<file path="src/core/tc_defs.svh">
// Register offsets, field positions and reset values for the 8-bit timer/counter.
// Assumes inclusion by the package and the testbench only.
`ifndef TC_DEFS_SVH
`define TC_DEFS_SVH
// ==========================================
// Register indices; one aligned word each, so byte address is four times the index
`define TC_IDX_RELOAD 8'hCD
`define TC_IDX_COUNTER 8'hDB
`define TC_IDX_MODE 8'hDA
`define TC_IDX_IRQ 8'hE0
`define TC_IDX_PIN 8'hE4
`define TC_ADDR_RELOAD {`TC_IDX_RELOAD, 2'b00}
`define TC_ADDR_COUNTER {`TC_IDX_COUNTER, 2'b00}
`define TC_ADDR_MODE {`TC_IDX_MODE, 2'b00}
`define TC_ADDR_IRQ {`TC_IDX_IRQ, 2'b00}
`define TC_ADDR_PIN {`TC_IDX_PIN, 2'b00}
// ==========================================
// Mode register fields
`define TC_MODE_PWM_BIT 0
`define TC_MODE_BUZ_BIT 1
`define TC_MODE_ALOAD_BIT 2
`define TC_MODE_CKS_BIT 3
`define TC_MODE_RATE_LO 4
`define TC_MODE_RATE_HI 6
`define TC_MODE_EN_BIT 7
// ==========================================
// Interrupt/pin register fields
`define TC_IRQ_FLAG_BIT 0
`define TC_IRQ_EN_BIT 1
`define TC_PIN_GPIO_OUT_BIT 0
`define TC_PIN_GPIO_OE_BIT 1
`define TC_PIN_EVFLAG_BIT 2
`define TC_PIN_EVIEN_BIT 3
`define TC_PIN_WAKE_BIT 4
// ==========================================
// Reset values and widths
`define TC_RESET_BYTE 8'h00
`define TC_BYTE_MAX 8'hFF
`define TC_BYTE_ZERO 8'h00
`define TC_PRESC_W 8
`define TC_RESP_OKAY 2'b00
`define TC_RESP_SLVERR 2'b10
`define TC_ADDR_W 10
`endif

</file>
<file path="src/core/tc_pkg.sv">
// Types shared by the timer/counter core.
// Assumes tc_defs.svh sits on the include path.
`default_nettype none
package tc_pkg;
  `include "tc_defs.svh"
  typedef logic [7:0] byte_t;
  typedef logic [2:0] rate_t;
  typedef logic [1:0] resp_t;
  typedef enum logic [2:0] {
    WR_IDLE = 3'b001,
    WR_RESP = 3'b010,
    WR_HOLD = 3'b100
  } wr_state_e;
endpackage
`default_nettype wire

</file>
<file path="src/core/tc_timer.sv">
// 8-bit timer/counter with double-buffered reload, buzzer and PWM, AXI4-Lite slave.
// Assumes event_in is asynchronous; GPIO pin values come from the PIN register.
// Function
// Overflow sets flag until software clears
// Counter reloads automatically after each overflow
// Boundary 256, or 64/32/16 in PWM
// Software keeps values within resolution range
// Reload write buffered until next overflow
// Software presets counter equal to reload
// External source counts falling pin edges
// Step from FF to 00 is overflow
// Event counting disables pin wake-up
// Event counting disables pin interrupt, flag zero
// Buzzer output toggles on every overflow
// Buzzer enable muxes shared pin from GPIO
// Flag and interrupt still work in buzzer/PWM
// Software keeps PWM off while buzzing
// PWM cycle starts high, then low
// PWM counter starts from zero
// PWM low at match, high at overflow
// New duty applies from next cycle
// PWM enable muxes shared pin from GPIO
// Reduced resolution wraps low bits only
// Internal source through prescaler 256..2
// Counter runs only while enabled
// Auto-reload by bit, forced in PWM
//
// Implementation choice: register access over AXI4-Lite.
`default_nettype none
module tc_timer (
  input wire logic aclk,
  input wire logic aresetn,
  input wire logic [`TC_ADDR_W-1:0] s_axi_awaddr,
  input wire logic s_axi_awvalid,
  output logic s_axi_awready,
  input wire logic [31:0] s_axi_wdata,
  input wire logic [3:0] s_axi_wstrb,
  input wire logic s_axi_wvalid,
  output logic s_axi_wready,
  output tc_pkg::resp_t s_axi_bresp,
  output logic s_axi_bvalid,
  input wire logic s_axi_bready,
  input wire logic [`TC_ADDR_W-1:0] s_axi_araddr,
  input wire logic s_axi_arvalid,
  output logic s_axi_arready,
  output logic [31:0] s_axi_rdata,
  output tc_pkg::resp_t s_axi_rresp,
  output logic s_axi_rvalid,
  input wire logic s_axi_rready,
  input wire logic event_in,
  input wire logic event_pin_edge,
  output logic out_pin,
  output logic out_pin_oe,
  output logic overflow_irq,
  output logic event_pin_irq,
  output logic event_pin_wake
);
  import tc_pkg::*;
  // ==========================================
  // Registers
  byte_t counter_value;
  byte_t reload_stage;
  byte_t reload_value;
  logic timer_enable;
  rate_t prescaler_select;
  logic clock_source_select;
  logic auto_reload_enable;
  logic buzzer_output_enable;
  logic pwm_output_enable;
  logic overflow_flag;
  logic overflow_irq_enable;
  logic event_pin_irq_flag;
  logic event_pin_irq_enable;
  logic event_wake_enable;
  logic gpio_out;
  logic gpio_oe;
  logic buzzer;
  logic pwm;
  logic enable_d;
  // ==========================================
  // AXI write channel
  logic aw_held;
  logic w_held;
  logic [`TC_ADDR_W-1:0] aw_addr;
  logic [31:0] w_data;
  logic [3:0] w_strb;
  logic do_write;
  logic lane0;
  assign s_axi_awready = !aw_held && !s_axi_bvalid;
  assign s_axi_wready = !w_held && !s_axi_bvalid;
  // Write commits once both address and data are held
  assign do_write = aw_held && w_held && !s_axi_bvalid;
  assign lane0 = w_strb[0];
  wire wr_mapped = aw_addr == `TC_ADDR_RELOAD || aw_addr == `TC_ADDR_COUNTER ||
    aw_addr == `TC_ADDR_MODE || aw_addr == `TC_ADDR_IRQ || aw_addr == `TC_ADDR_PIN;
  wire wr_reload = do_write && lane0 && aw_addr == `TC_ADDR_RELOAD;
  wire wr_counter = do_write && lane0 && aw_addr == `TC_ADDR_COUNTER;
  wire wr_mode = do_write && lane0 && aw_addr == `TC_ADDR_MODE;
  wire wr_irq = do_write && lane0 && aw_addr == `TC_ADDR_IRQ;
  wire wr_pin = do_write && lane0 && aw_addr == `TC_ADDR_PIN;
  always_ff @(posedge aclk) begin
    if (!aresetn) begin
      aw_held <= 1'b0;
      w_held <= 1'b0;
      aw_addr <= '0;
      w_data <= 32'h0000_0000;
      w_strb <= 4'h0;
      s_axi_bvalid <= 1'b0;
      s_axi_bresp <= `TC_RESP_OKAY;
    end else begin
      if (s_axi_awvalid && s_axi_awready) begin
        aw_held <= 1'b1;
        aw_addr <= s_axi_awaddr;
      end
      if (s_axi_wvalid && s_axi_wready) begin
        w_held <= 1'b1;
        w_data <= s_axi_wdata;
        w_strb <= s_axi_wstrb;
      end
      if (do_write) begin
        aw_held <= 1'b0;
        w_held <= 1'b0;
        s_axi_bvalid <= 1'b1;
        s_axi_bresp <= wr_mapped ? `TC_RESP_OKAY : `TC_RESP_SLVERR;
      end else if (s_axi_bready) begin
        s_axi_bvalid <= 1'b0;
      end
    end
  end
  // ==========================================
  // AXI read channel
  logic [31:0] rd_word;
  wire ar_take = s_axi_arvalid && s_axi_arready;
  assign s_axi_arready = !s_axi_rvalid;
  wire rd_mapped = s_axi_araddr == `TC_ADDR_RELOAD || s_axi_araddr == `TC_ADDR_COUNTER ||
    s_axi_araddr == `TC_ADDR_MODE || s_axi_araddr == `TC_ADDR_IRQ || s_axi_araddr == `TC_ADDR_PIN;
  wire [7:0] mode_byte = {timer_enable, prescaler_select, clock_source_select,
    auto_reload_enable, buzzer_output_enable, pwm_output_enable};
  wire [7:0] irq_byte = {6'h00, overflow_irq_enable, overflow_flag};
  wire [7:0] pin_byte = {3'h0, event_wake_enable, event_pin_irq_enable, event_pin_irq_flag, gpio_oe, gpio_out};
  // Reload register is write-only: reads return zero
  assign rd_word = (s_axi_araddr == `TC_ADDR_COUNTER) ? {24'h000000, counter_value} :
    (s_axi_araddr == `TC_ADDR_MODE) ? {24'h000000, mode_byte} :
    (s_axi_araddr == `TC_ADDR_IRQ) ? {24'h000000, irq_byte} :
    (s_axi_araddr == `TC_ADDR_PIN) ? {24'h000000, pin_byte} : 32'h0000_0000;
  always_ff @(posedge aclk) begin
    if (!aresetn) begin
      s_axi_rvalid <= 1'b0;
      s_axi_rdata <= 32'h0000_0000;
      s_axi_rresp <= `TC_RESP_OKAY;
    end else if (ar_take) begin
      s_axi_rvalid <= 1'b1;
      s_axi_rdata <= rd_word;
      s_axi_rresp <= rd_mapped ? `TC_RESP_OKAY : `TC_RESP_SLVERR;
    end else if (s_axi_rready) begin
      s_axi_rvalid <= 1'b0;
    end
  end
  // ==========================================
  // Clock sources
  logic presc_tick;
  logic ext_fall;
  tc_prescaler #(.WIDTH(`TC_PRESC_W)) u_presc (
    .aclk(aclk),
    .aresetn(aresetn),
    .run(timer_enable && !clock_source_select),
    .rate(prescaler_select),
    .tick(presc_tick)
  );
  tc_edge_sync u_sync (
    .aclk(aclk),
    .aresetn(aresetn),
    .async_in(event_in),
    .fall_pulse(ext_fall)
  );
  // ==========================================
  // Counting core
  logic step;
  byte_t span_mask;
  byte_t next_counter;
  logic wrap;
  logic reload_on;
  logic pwm_mode;
  assign pwm_mode = pwm_output_enable && !clock_source_select;
  // Source select: prescaled clock or falling pin edges; only while enabled
  assign step = timer_enable && (clock_source_select ? ext_fall : presc_tick); // see R7 see R21
  // Resolution picks how many low bits count
  assign span_mask = !pwm_mode ? `TC_BYTE_MAX :
    ({auto_reload_enable, buzzer_output_enable} == 2'b00) ? 8'hFF :
    ({auto_reload_enable, buzzer_output_enable} == 2'b01) ? 8'h3F :
    ({auto_reload_enable, buzzer_output_enable} == 2'b10) ? 8'h1F : 8'h0F;
  // Overflow when the counted field is full; FF to 00 at full width
  assign wrap = step && ((counter_value & span_mask) == span_mask); // see R8
  assign reload_on = pwm_mode || auto_reload_enable;
  // PWM counts from zero each period; other modes reload the preset when auto-reload is set, else restart at zero
  // Value moving into the active buffer at this overflow also starts the next period
  wire [7:0] reload_next = wr_reload ? w_data[7:0] : reload_stage;
  assign next_counter = wrap ? (pwm_mode ? `TC_BYTE_ZERO : (reload_on ? reload_next : `TC_BYTE_ZERO)) // see R2
    : (counter_value + 8'h01) & span_mask;
  always_ff @(posedge aclk) begin
    if (!aresetn) begin
      counter_value <= `TC_RESET_BYTE;
      enable_d <= 1'b0;
    end else begin
      enable_d <= timer_enable;
      if (wr_counter) begin
        counter_value <= w_data[7:0];
      end else if (pwm_mode && timer_enable && !enable_d) begin
        counter_value <= `TC_BYTE_ZERO;
      end else if (step) begin
        counter_value <= next_counter;
      end
    end
  end
  // Double buffer: write lands in stage, moves at overflow
  always_ff @(posedge aclk) begin
    if (!aresetn) begin
      reload_stage <= `TC_RESET_BYTE;
      reload_value <= `TC_RESET_BYTE;
    end else begin
      if (wr_reload) begin
        reload_stage <= w_data[7:0];
      end
      // Disabled timer lets the preset take effect for the first period
      if (wrap || !timer_enable) begin
        reload_value <= reload_next; // see R5
      end
    end
  end
  // ==========================================
  // Mode and control registers
  always_ff @(posedge aclk) begin
    if (!aresetn) begin
      timer_enable <= 1'b0;
      prescaler_select <= 3'h0;
      clock_source_select <= 1'b0;
      auto_reload_enable <= 1'b0;
      buzzer_output_enable <= 1'b0;
      pwm_output_enable <= 1'b0;
      overflow_irq_enable <= 1'b0;
      event_pin_irq_enable <= 1'b0;
      event_wake_enable <= 1'b0;
      gpio_out <= 1'b0;
      gpio_oe <= 1'b0;
    end else begin
      if (wr_mode) begin
        timer_enable <= w_data[`TC_MODE_EN_BIT];
        prescaler_select <= w_data[`TC_MODE_RATE_HI:`TC_MODE_RATE_LO];
        clock_source_select <= w_data[`TC_MODE_CKS_BIT];
        auto_reload_enable <= w_data[`TC_MODE_ALOAD_BIT];
        buzzer_output_enable <= w_data[`TC_MODE_BUZ_BIT];
        pwm_output_enable <= w_data[`TC_MODE_PWM_BIT];
      end
      if (wr_irq) begin
        overflow_irq_enable <= w_data[`TC_IRQ_EN_BIT];
      end
      if (wr_pin) begin
        gpio_out <= w_data[`TC_PIN_GPIO_OUT_BIT];
        gpio_oe <= w_data[`TC_PIN_GPIO_OE_BIT];
        event_pin_irq_enable <= w_data[`TC_PIN_EVIEN_BIT];
        event_wake_enable <= w_data[`TC_PIN_WAKE_BIT];
      end
    end
  end
  // ==========================================
  // Flags: hardware set wins over software clear
  wire ovf_clear = wr_irq && !w_data[`TC_IRQ_FLAG_BIT];
  wire ev_clear = wr_pin && !w_data[`TC_PIN_EVFLAG_BIT];
  always_ff @(posedge aclk) begin
    if (!aresetn) begin
      overflow_flag <= 1'b0;
      event_pin_irq_flag <= 1'b0;
    end else begin
      if (wrap) begin
        overflow_flag <= 1'b1; // see R1
      end else if (ovf_clear) begin
        overflow_flag <= 1'b0;
      end
      if (clock_source_select) begin
        event_pin_irq_flag <= 1'b0;
      end else if (event_pin_edge) begin
        event_pin_irq_flag <= 1'b1;
      end else if (ev_clear) begin
        event_pin_irq_flag <= 1'b0;
      end
    end
  end
  // ==========================================
  // Buzzer and PWM waveforms
  // Low on the same edge the counter reaches the duty, so high lasts duty counts
  wire pwm_match = step && !wrap && next_counter == reload_value;
  always_ff @(posedge aclk) begin
    if (!aresetn) begin
      buzzer <= 1'b0;
      pwm <= 1'b1;
    end else begin
      if (wrap) begin
        buzzer <= ~buzzer;
      end
      if (!timer_enable || !pwm_mode) begin
        pwm <= 1'b1;
      end else if (wrap) begin
        pwm <= 1'b1;
      end else if (pwm_match) begin
        pwm <= 1'b0;
      end
    end
  end
  // ==========================================
  // Outputs, all registered; GPIO setting kept and restored on disable
  wire pin_pwm = pwm_output_enable && timer_enable;
  wire pin_buz = buzzer_output_enable && !pwm_output_enable;
  always_ff @(posedge aclk) begin
    if (!aresetn) begin
      out_pin <= 1'b0;
      out_pin_oe <= 1'b0;
      overflow_irq <= 1'b0;
      event_pin_irq <= 1'b0;
      event_pin_wake <= 1'b0;
    end else begin
      out_pin <= pin_pwm ? pwm : (pin_buz ? buzzer : gpio_out);
      out_pin_oe <= pin_pwm || pin_buz || gpio_oe;
      overflow_irq <= overflow_flag && overflow_irq_enable;
      event_pin_irq <= event_pin_irq_flag && event_pin_irq_enable && !clock_source_select;
      event_pin_wake <= event_pin_edge && event_wake_enable && !clock_source_select;
    end
  end
  // ==========================================
  // Checks
  ovf_flag_set_a: assert property (@(posedge aclk) disable iff (!aresetn) wrap |=> overflow_flag)
    else $error("overflow did not set flag");
  auto_reload_a: assert property (@(posedge aclk) disable iff (!aresetn)
    wrap && !pwm_mode && auto_reload_enable && !wr_counter |=> counter_value == reload_value)
    else $error("counter not reloaded");
  pwm_wrap_a: assert property (@(posedge aclk) disable iff (!aresetn)
    wrap && pwm_mode && !wr_counter |=> counter_value == 8'h00)
    else $error("pwm counter not zero after overflow");
  ev_flag_zero_a: assert property (@(posedge aclk) disable iff (!aresetn)
    $past(clock_source_select) && clock_source_select |-> !event_pin_irq_flag && !event_pin_irq)
    else $error("event pin flag raised in counter mode");
  wake_off_a: assert property (@(posedge aclk) disable iff (!aresetn)
    $past(clock_source_select) |-> !event_pin_wake)
    else $error("wake raised in counter mode");
  buzz_toggle_a: assert property (@(posedge aclk) disable iff (!aresetn) wrap |=> buzzer != $past(buzzer))
    else $error("buzzer did not toggle");
  hold_stop_a: assert property (@(posedge aclk) disable iff (!aresetn)
    !timer_enable && !wr_counter |=> $stable(counter_value))
    else $error("counter moved while disabled");
  stage_hold_a: assert property (@(posedge aclk) disable iff (!aresetn)
    timer_enable && !wrap |=> $stable(reload_value))
    else $error("active reload changed without overflow");
  pwm_low_a: assert property (@(posedge aclk) disable iff (!aresetn)
    timer_enable && pwm_mode && pwm_match |=> !pwm)
    else $error("pwm not low at match");
endmodule // tc_timer
`default_nettype wire

</file>
<file path="src/core/tc_edge_sync.sv">
// Two-stage synchroniser with falling-edge pulse for the event pin.
// Assumes the input may change at any time relative to aclk.
`default_nettype none
module tc_edge_sync (
  input wire logic aclk,
  input wire logic aresetn,
  input wire logic async_in,
  output logic fall_pulse
);
  logic meta;
  logic sync;
  logic sync_d;
  // Only sync and sync_d feed the edge detector
  always_ff @(posedge aclk) begin
    if (!aresetn) begin
      meta <= 1'b1;
      sync <= 1'b1;
      sync_d <= 1'b1;
    end else begin
      meta <= async_in;
      sync <= meta;
      sync_d <= sync;
    end
  end
  assign fall_pulse = sync_d & ~sync;
endmodule // tc_edge_sync
`default_nettype wire

</file>
<file path="src/core/tc_prescaler.sv">
// Free divider giving one tick per 2..256 clocks by rate code.
// Assumes aclk is the instruction clock.
`default_nettype none
module tc_prescaler #(
  parameter int WIDTH = 8
) (
  input wire logic aclk,
  input wire logic aresetn,
  input wire logic run,
  input wire tc_pkg::rate_t rate,
  output logic tick
);
  import tc_pkg::*;
  logic [WIDTH-1:0] count;
  logic [WIDTH-1:0] next_count;
  logic [WIDTH-1:0] mask;
  assign next_count = run ? count + 1'b1 : '0;
  // Code 000 divides by 256, 111 by 2
  assign mask = {WIDTH{1'b1}} >> rate;
  assign tick = run && ((count & mask) == mask);
  always_ff @(posedge aclk) begin
    if (!aresetn) begin
      count <= '0;
    end else begin
      count <= next_count;
    end
  end
endmodule // tc_prescaler
`default_nettype wire

</file>
<file path="config.mk">
export PLATFORM = sky130hd
export DESIGN_NAME = tc_timer
export DESIGN_NICKNAME = d
export VERILOG_FILES = /design/src/core/tc_pkg.sv /design/src/core/tc_timer.sv /design/src/core/tc_edge_sync.sv /design/src/core/tc_prescaler.sv
export VERILOG_INCLUDE_DIRS = /design/src /design/src/core
export SDC_FILE = /design/constraint.sdc
export NUM_CORES = 1
export LEC_CHECK = 0
export BUFFER_PORTS_ARGS = -buffer_cell sky130_fd_sc_hd__buf_2
export CORE_MARGIN = 2
export CORE_UTILIZATION = 50
export CTS_BUF_LIST = sky130_fd_sc_hd__clkbuf_4 sky130_fd_sc_hd__clkbuf_8
export DETAILED_ROUTE_END_ITERATION = 16
export PLACE_DENSITY_LB_ADDON = 0.1
export SYNTH_ARGS = -nofsm -noshare
export SYNTH_HDL_FRONTEND = slang
export SYNTH_SLANG_ARGS = --single-unit
</file>
<file path="constraint.sdc">
create_clock -name aclk -period 2.45 [get_ports aclk]
set_input_delay 0.245 -clock aclk [delete_from_list [all_inputs] [get_ports aclk]]
set_output_delay 0.245 -clock aclk [all_outputs]
set_load 0.01 [all_outputs]
</file>
Word level (Yosys, flattened, before mapping)
Index checks and enable logic that the tools add are counted.
{"block": "classes", "add_sub_neg": 2, "n_eq_ne": 15, "n_shift": 1, "muxes": 28, "bitwise": 7, "n_reduce_logical": 66}
{"cell": "$eq 10x10->1 const B", "count": 10}
{"cell": "$mux 8", "count": 11}
{"cell": "$logic_and 1x1->1", "count": 31}
{"cell": "$and 8x8->8", "count": 3}
{"cell": "$eq 8x8->1", "count": 3}
{"cell": "$add 8x1->8 const B", "count": 2}
{"cell": "$mux 5", "count": 3}
{"cell": "$logic_or 1x1->1", "count": 13}
{"cell": "$logic_not 1->1", "count": 12}
{"cell": "$mux 1", "count": 11}
{"cell": "$reduce_bool 2->1", "count": 4}
{"cell": "$shr 8x3->8 const A", "count": 1}
{"cell": "$mux 6", "count": 1}
{"cell": "$mux 2", "count": 2}
{"cell": "$reduce_or 2->1", "count": 2}
{"cell": "$not 1->1", "count": 3}
{"cell": "$reduce_bool 3->1", "count": 1}
{"cell": "$reduce_or 3->1", "count": 1}
{"cell": "$eq 2x1->1 const B", "count": 1}
{"cell": "$eq 2x2->1 const B", "count": 1}
{"cell": "$logic_not 2->1", "count": 1}
{"cell": "$reduce_and 2->1", "count": 1}
{"cell": "$and 1x1->1", "count": 1}
{"block": "word_totals", "reg_bits": 117, "in_bits": 65, "wordCells": 157}

Longest topological paths before layout
Gate-level depths: netlist (run 1).
{"block": "logic_depth", "word_depth": 12, "depth_mapped": 9, "mapped_depth_nobuf": 8}

Modules after synthesis
Synthesis (run 1) repeated with hierarchy kept, for this count alone.
{"block": "unflattened", "cells_unflattened": 512, "hier_area_um2": 4330.4}
{"mod": "tc_timer", "n_inst": 1, "cells_each": 464, "area_per_inst_um2": 3887.5, "seq_area_each_um2": 1601.5}
{"mod": "tc_prescaler", "n_inst": 1, "cells_each": 41, "area_per_inst_um2": 357.8, "seq_area_each_um2": 160.2}
{"mod": "tc_edge_sync", "n_inst": 1, "cells_each": 7, "area_per_inst_um2": 85.1, "seq_area_each_um2": 60.1}

Least setup slack after synthesis (run 1)
Ideal clock, no wire load.
{"block": "synth_timing", "path_type": "reg-to-reg", "startpoint": "reg aw_addr[0]", "endpoint": "reg pwm", "setup_ns": 0.130, "t_arrival_ns": 2.416, "required_time_ns": 2.320, "setup_slack_ns": -0.096, "stages_incl_launch_ff": 9, "cell_sequence": "dfxtp_1 -> or4b_4 -> and4bb_1 -> buf_6 -> mux2i_1 -> nor4b_2 -> or3_1 -> a2111oi_2 -> a2bb2oi_1"}
{"block": "synth_between", "elab_chain_len": 8}
{"item": "start: declaration", "line": "tc_timer.sv:84", "rtl": "logic [`TC_ADDR_W-1:0] aw_addr;"}
{"item": "start signal: assignment", "line": "tc_timer.sv:113", "rtl": "aw_addr <= s_axi_awaddr;"}
{"item": "$eq 10x10->1 (no source line)"}
{"item": "$logic_and 1x1->1 (no source line)"}
{"item": "$mux 8"}
{"item": "$mux 8 (no source line)"}
{"item": "$mux 8 (2 in series)", "line": "tc_timer.sv:198", "rtl": "assign next_counter = wrap ? (pwm_mode ? `TC_BYTE_ZERO : (reload_on ? reload_next : `TC_BYTE_ZERO))"}
{"item": "$eq 8x8->1", "line": "tc_timer.sv:291", "rtl": "wire pwm_match = step && !wrap && next_counter == reload_value;"}
{"item": "$logic_and 1x1->1", "line": "tc_timer.sv:291"}
{"item": "end signal: assignment", "line": "tc_timer.sv:295", "rtl": "pwm <= 1'b1;"}
{"item": "end signal: assignment", "line": "tc_timer.sv:301", "rtl": "pwm <= 1'b1;"}
{"item": "end signal: assignment", "line": "tc_timer.sv:303", "rtl": "pwm <= 1'b1;"}
{"item": "end: declaration", "line": "tc_timer.sv:78", "rtl": "logic pwm;"}
No other way between the ends.
A chain may end at the register's enable or synchronous reset.

Final worst setup path (run 1)
Ends and elaborated chain as after synthesis.

==> results of run 1 <==
[per-layer routing]
| metal | share of wire, % | track usage, % | wire, um | vias to the layer above |
|---|---|---|---|---|
| li1 | - | - | - | 1988 |
| met1 | 46 | 31.6 | 4880 | 1806 |
| met2 | 46 | 35.9 | 4910 | 122 |
| met3 | 5.9 | 4.15 | 623 | 15 |
| met4 | 1.6 | 6.74 | 170 | 0 |
| met5 | 0 | 0 | 0 | - |
[what timing repair did]
item / 4_1_cts / 5_1_grt
hold endpoints to repair: 0 / 0
setup endpoints to repair: 2 / 3
resized for setup: 3 / 9
pin swaps: 2 / 1
[placed cells by master (no fill, tap or decap), types with 3 or more instances in the layout]
cell type	n
conb_1	26
mux2i_4	3
nor3_1	15
inv_1	9
o211ai_1	5
clkbuf_8	9
nand3_1	17
mux2_2	3
and2_1	4
xnor2_1	9
dfxtp_1	89
and3_1	7
a211o_1	4
o21ai_1	3
nand4_1	4
xor2_1	6
buf_2	57
o21ai_0	24
nand2_1	46
or3_1	5
mux2i_1	35
a21oi_1	33
nand3b_1	3
nand2b_1	6
nor2_1	88
buf_4	41
a211oi_1	11
[area by class of cell]
class | count | share of cell area [%]
Multi-Input combinational cell | 404 | 46.4
Sequential cell | 91 | 34.6
Timing Repair Buffer | 99 | 11.5
Tap cell | 108 | 2.56
Clock buffer | 9 | 2.35
Clock inverter | 7 | 1.87
Inverter | 10 | 0.712
[sequential cells by signal (all words and copies together), names as in the netlist, 3 cells and up]
| signal | count |
|---|---|
| prescaler_select | 3 |
| reload_stage | 8 |
| u_presc.count | 8 |
| s_axi_rdata | 8 |
| aw_addr | 10 |
| counter_value | 8 |
| w_data | 8 |
| reload_value | 8 |
[how the worst min path moves through the flow]
stage,start,end,depth (start not counted)
final,event_in,u_sync.meta,2
after global placement,u_sync.meta,u_sync.sync,1
after global routing,s_axi_rready,s_axi_rvalid,2
after CTS,event_in,u_sync.meta,2
after detailed placement,u_sync.meta,u_sync.sync,1
after floorplan,aresetn,u_sync.sync_d,1
[stage by stage]
step / setup WS [ns] / util (%) / hold slack (ns) / instance area [um2]
after floorplan: 0.00885 / - / 0.318 / 4560
after global placement: -0.00407 / 57.6 / 0.391 / 5000
after detailed placement: -0.0324 / 57.6 / 0.402 / 5000
after CTS: -0.00543 / 60.3 / 0.0582 / 5230
after global routing: -0.132 / 60.8 / 0.0635 / 5270
final: -0.0103 / 60.8 / 0.0557 / 5270
[cells by family after synthesis]
logic type,count (synthesis)
other,1
muxes,41
DFF,91
buffers and inverters,58
AOI/OAI and AO/OA,108
adders and majority gates,2
and+or+nand+nor,212
xor gates and xnor gates,15
[power by group]
group          switching, mW  internal (mW)  leakage [nW]
registers             0.0413           1.52         0.740
logic                  0.123         0.0852          1.28
clock network          0.559          0.585         0.116
total                  0.723           2.19          2.14
[worst reg2reg max path: stages (launching register included)]
cell	delay [ns]
dfxtp_2	0.33
or4b_4	0.54
and4bb_1	0.28
buf_6	0.14
mux2i_4	0.25
nor4b_2	0.07
or3_1	0.33
a2111oi_2	0.30
a2bb2oi_1	0.10
==> impl_metrics.env, run 1 <==
export IMPL_clkTransAtPathRegs_ns=0.09
export IMPL_ant_nets=0
export IMPL_vias_per_cell=5.40
export IMPL_r2r_start="aw_addr[0]"
export IMPL_setup_viol_count_final=1
export IMPL_grt_use_total_pct=22.7
export IMPL_io_pins=111
export IMPL_cts_made_buffers=9
export IMPL_post_cts_buffers=0
export IMPL_cts_htree_levels=3
export IMPL_endpoint_kind="register"
export IMPL_synth_compound_area_share_pct=16.3
export IMPL_die_area_um2=9680
export IMPL_cap_violations=0
export IMPL_fillers=808
export IMPL_clockBufferDepth=2
export IMPL_regArea_um2=1820
export IMPL_r2r_end="pwm"
export IMPL_cts_root_buf="clkbuf_8"
export IMPL_syn_mean_instance_area_um2=8.43
export IMPL_first_global_vias=3730
export IMPL_crit_chain="or4b_4 -> and4bb_1 -> buf_6 -> mux2i_4 -> nor4b_2 -> or3_1 -> a2111oi_2 -> a2bb2oi_1"
export IMPL_synth_largest_area_cell="dfxtp_1"
export IMPL_violations="setup timing"
export IMPL_critPathSlowestCell="or4b_4"
export IMPL_cts_tree="yes"
export IMPL_synth_edf_count=0
export IMPL_cts_hold_repair_buffers=0
export IMPL_setup_slack_ns=-0.0103
export IMPL_fp_coreArea_um2=8680
export IMPL_route_vias_total=3931
export IMPL_synth_ff_type="dfxtp_1"
export IMPL_synth_seq_cells=91
export IMPL_multi_input_comb_area_um2=2450
export IMPL_crit_end="pwm"
export IMPL_io_buffers=57
export IMPL_r2r_cells=8
export IMPL_synthArstFlopShare_pct=0
export IMPL_antennaDiodeCount=0
export IMPL_tns_ns=-0.0103
export IMPL_drive_gt1_share_pct=22.3
export IMPL_synthAdderAreaFrac_pct=0.562
export IMPL_final_max_slew_violation_count=0
export IMPL_start_util_pct=51.3
export IMPL_drt_iter0_drc=234
export IMPL_routed_wl_mm=10.6
export IMPL_gr_total_overflow=0
export IMPL_clock_skew_ns=0.00845
export IMPL_crit_fanout=6
export IMPL_firstDrtPassIters=4
export IMPL_synth_xor_area_share_pct=2.95
export IMPL_synthTopCellsByCount="91 x dfxtp_1, 88 x nor2_1, 46 x nand2_1"
export IMPL_power_leakage_nw=2.14
export IMPL_syn_area_um2=4450
export IMPL_synth_top_cell_area_share_pct=40.9
export IMPL_crit_start="aw_addr[0]"
export IMPL_rsz0062_at_grt="yes"
export IMPL_reg2reg_slack_ns=-0.01
export IMPL_timing_final_crit_share_pct=100
export IMPL_arrival_ns=2.71
export IMPL_finalPower_mw=2.91
export IMPL_die_h_um=98.4
export IMPL_synthMostInstantiatedCell="dfxtp_1"
export IMPL_tightestPinTransition_ns=0.531
export IMPL_synth_distinct_cells=61
export IMPL_hp_class="input port to register"
export IMPL_min_period_ns=2.46
export IMPL_synth_top_family_by_area="simple AND/OR/NAND/NOR gates"
export IMPL_grt_max_degree=34
export IMPL_fin_nets=682
export IMPL_synth_warnings=0
export IMPL_die_w_um=98.4
export IMPL_worst_ir_drop_vdd_v=0.000380
export IMPL_status="complete, but fails checks"
export IMPL_yosys_top_cells_area="dfxtp_1 41%, mux2i_1 8.5%, nor2_1 7.4%"
export IMPL_drc=0
export IMPL_startpoint_type="register"
export IMPL_power_density_nw_per_um2=552
export IMPL_synth_mux_area_share_pct=9.30
export IMPL_crit_cells=8
export IMPL_critPathBufInv=1
export IMPL_fmax_mhz=406
export IMPL_slew_headroom_pct=64.3
export IMPL_worstSetupPathType="register to register"
export IMPL_synth_simple_area_share_pct=22.4
export IMPL_antenna_found_initial=0
export IMPL_yosysSeqAreaShare_pct=40.9
export IMPL_numPlacedInstances=712
export IMPL_cpPeakStageDelay_ns=0.54
export IMPL_clk_latency_ns=0.37
export IMPL_syn_to_final_growth_pct=18.4
export IMPL_gp_congestion=0.921
export IMPL_rows=34
export IMPL_cts_sinks=91
export IMPL_drt_wirelength_per_cell_um=14.5
export IMPL_crit_family="simple AND/OR/NAND/NOR gates"
export IMPL_grt_pass1_wl_mm=17.9
export IMPL_final_hold_violation_count=0
export IMPL_syn_inst=528
export IMPL_instances_no_fill=728
export IMPL_cp_data_required_time_ns=2.70
export IMPL_dp_hpwl_mm=8.07
No activity file was read; power rests on OpenSTA's default activity.
==> run 2: changes to the inputs <==
--- a/config.mk
+++ b/config.mk
@@ -8,10 +8,11 @@
 export LEC_CHECK = 0
 export BUFFER_PORTS_ARGS = -buffer_cell sky130_fd_sc_hd__buf_2
 export CORE_MARGIN = 2
-export CORE_UTILIZATION = 50
+export CORE_UTILIZATION = 55
 export CTS_BUF_LIST = sky130_fd_sc_hd__clkbuf_4 sky130_fd_sc_hd__clkbuf_8
 export DETAILED_ROUTE_END_ITERATION = 16
 export PLACE_DENSITY_LB_ADDON = 0.1
 export SYNTH_ARGS = -nofsm -noshare
 export SYNTH_HDL_FRONTEND = slang
+export SYNTH_HIERARCHICAL = 1
 export SYNTH_SLANG_ARGS = --single-unit
==> constraint.sdc (replaced) <==
create_clock -name aclk -period 2.4 [get_ports aclk]
set_input_delay 0.24 -clock aclk [delete_from_list [all_inputs] [get_ports aclk]]
set_output_delay 0.24 -clock aclk [all_outputs]
set_load 0.01 [all_outputs]
==> impl_metrics.env, run 2 <==
export IMPL_status="complete, no violations"
export IMPL_crit_fanout=5
export IMPL_gr_total_overflow=0
export IMPL_cts_tree="yes"
export IMPL_instances_no_fill=691
export IMPL_startpoint_type="register"
export IMPL_synth_edf_count=0
export IMPL_cap_violations=0
export IMPL_synth_ff_type="dfxtp_1"
export IMPL_r2r_end="pwm"
export IMPL_drive_gt1_share_pct=22.9
export IMPL_synthTopCellsByCount="91 x dfxtp_1, 72 x nand2_1, 52 x nor2_1"
export IMPL_die_h_um=92.7
export IMPL_fin_nets=652
export IMPL_worst_ir_drop_vdd_v=0.000470
export IMPL_io_pins=111
export IMPL_worstSetupPathType="register to register"
export IMPL_cts_hold_repair_buffers=0
export IMPL_p_comb_share_pct=6.7
export IMPL_gp_congestion=0.853
export IMPL_clock_skew_ns=0.0107
export IMPL_setup_slack_ns=0.0430
export IMPL_syn_area_um2=4330
export IMPL_crit_start="prescaler_select[0]"
export IMPL_start_util_pct=56.3
export IMPL_power_density_nw_per_um2=595
export IMPL_p_int_mw=2.32
export IMPL_drt_wirelength_per_cell_um=14.4
export IMPL_antennaDiodeCount=0
export IMPL_top_register="aw_addr"
export IMPL_route_vias_total=3693
export IMPL_grt_pass1_wl_mm=16.8
export IMPL_vias_per_cell=5.34
export IMPL_synthArstFlopShare_pct=0
export IMPL_antenna_found_initial=0
export IMPL_cts_sinks=91
export IMPL_die_area_um2=8600
export IMPL_hp_class="input port to register"
export IMPL_final_cell_mix="81 x dfxtp_1, 72 x nand2_1, 57 x buf_2"
export IMPL_final_max_slew_violation_count=0
export IMPL_numPlacedInstances=675
export IMPL_first_global_vias=3510
export IMPL_syn_to_final_growth_pct=16.9
export IMPL_drt_iter0_drc=221
export IMPL_crit_end="pwm"
export IMPL_io_buffers=57
export IMPL_yosysSeqAreaShare_pct=42.1
export IMPL_dp_hpwl_mm=7.30
export IMPL_cts_root_buf="clkbuf_8"
export IMPL_ant_nets=0
export IMPL_dp_worst_setup_slack_ns=-0.0423
export IMPL_grt_use_total_pct=24.6
export IMPL_synth_distinct_cells=62
export IMPL_r2r_start="prescaler_select[0]"
export IMPL_cts_made_buffers=9
export IMPL_routed_wl_mm=9.97
export IMPL_seq_power_share_pct=52.7
export IMPL_layout_commonest_cell="dfxtp_1"
export IMPL_synth_top_cell_area_share_pct=42.1
export IMPL_rows=32
export IMPL_endpoint_kind="register"
export IMPL_final_hold_violation_count=0
export IMPL_synth_simple_area_share_pct=22.8
export IMPL_grt_max_degree=67
export IMPL_placed_cell_area_um2=4760
export IMPL_power_share_clock_pct=40.6
export IMPL_firstDrtPassIters=4
export IMPL_clockBufferDepth=2
export IMPL_timing_final_crit_share_pct=98.2
export IMPL_arrival_ns=2.60
export IMPL_drc=0
export IMPL_slew_headroom_pct=53.0
export IMPL_synth_warnings=6
export IMPL_die_w_um=92.7
export IMPL_p_switching_uw=694
export IMPL_clkTransAtPathRegs_ns=0.08
export IMPL_swShare_pct=23.0
export IMPL_cp_data_required_time_ns=2.65
export IMPL_r2r_cells=10
export IMPL_synth_largest_area_cell="dfxtp_1"
export IMPL_setup_viol_count_final=0
export IMPL_synth_xor_area_share_pct=3.03
export IMPL_synthMostInstantiatedCell="dfxtp_1"
export IMPL_min_period_ns=2.36
export IMPL_fp_coreArea_um2=7690
export IMPL_tightestPinTransition_ns=0.704
export IMPL_fmax_mhz=424
export IMPL_synth_seq_cells=91
export IMPL_synth_compound_area_share_pct=16.6
export IMPL_largest_reg_flops=10
export IMPL_clk_latency_ns=0.37
export IMPL_syn_inst=512
export IMPL_synth_top_family_by_area="simple AND/OR/NAND/NOR gates"
export IMPL_syn_mean_instance_area_um2=8.46
export IMPL_cts_htree_levels=3
export IMPL_synth_mux_area_share_pct=6.79
export IMPL_rsz0062_at_grt="yes"
export IMPL_reg2reg_slack_ns=0.04
export IMPL_fin_area_um2=5060
export IMPL_synthAdderAreaFrac_pct=0.578
export IMPL_power_leakage_nw=2.10
export IMPL_yosys_top_cells_area="dfxtp_1 42%, mux2i_1 6.5%, nand2_1 6.2%"
[run 2: changes by cell type after synthesis, moves of 5 or more]
cell	previous run	this run
nand2_1	46	72
nor3_1	15	7
nor2_1	88	52
o221ai_1	0	5
mux2i_1	38	28
nand3_1	17	11
a21oi_1	33	44
[run 2: cell type report]
class,count,area (um2)
Sequential cell,91,1840
Multi-Input combinational cell,386,2300
Inverter,13,48.8
Timing Repair Buffer,84,513
Clock buffer,10,131
Tap cell,102,128
Clock inverter,5,103
Fill cell,673,2620
[run 2: timing repair]
action                     4_1_cts  5_1_grt
resized for setup                3       19
setup endpoints to repair        1       10
pin swaps                        0        3
gates cloned                     0        0
buffers inserted                 0        1
[run 2: power groups by stage]
stage	Sequential, mW	Combinational [mW]	Clock, mW
global placement	1.62	0.198	0
finish	1.59	0.202	1.22
detailed placement	1.62	0.203	0
global route	1.59	0.231	1.31
CTS	1.59	0.204	1.25
floorplan	1.61	0.159	0
[run 2: worst min-delay path by stage]
stage,from,to,cells past startpoint
floorplan,aresetn,u_sync/sync_d,1
global placement,u_sync/meta,u_sync/sync,1
detailed placement,u_sync/meta,u_sync/sync,1
CTS,s_axi_rready,s_axi_rvalid,2
global route,event_in,u_sync/meta,2
finish,s_axi_rready,s_axi_rvalid,2
[run 2: cells by family (layout without fill, tap and decap cells)]
logic type	Yosys count	count (layout)
adders and majority gates	2	2
and+or+nand+nor	201	201
buffers and inverters	60	112
xor gates and xnor gates	15	15
other	1	26
muxes	29	29
AOI/OAI and AO/OA	113	113
DFF	91	91
[run 2: through the flow]
step / hold slack (ns) / utilization [%] / TNS, ns / power [mW]
6_report: 0.0532 / 65.9 / 0 / 3.01
5_1_grt: 0.0494 / 65.9 / -0.0950 / 3.13
4_1_cts: 0.0452 / 65.1 / 0 / 3.04
3_5_place_dp: 0.396 / 61.9 / -0.0423 / 1.83
3_3_place_gp: 0.398 / 61.9 / -0.0247 / 1.82
2_1_floorplan: 0.313 / - / 0 / 1.77
[run 2: critical path: stages (launching register included)]
cell	delay, ns
dfxtp_4	0.37
o21ai_0	0.07
a21oi_1	0.14
o2111a_1	0.23
nor3b_2	0.18
o211ai_1	0.11
or4_4	0.54
o21ai_4	0.16
xor2_1	0.09
nor4_2	0.23
a31oi_1	0.10
[run 2: metal layers]
metal | vias to the layer above | part of all wire (%) | GRT usage [%]
li1 | 1878 | - | -
met1 | 1703 | 46 | 31.1
met2 | 95 | 47 | 41.9
met3 | 17 | 4.9 | 5.21
met4 | 0 | 2.4 | 8.09
met5 | - | 0 | 0
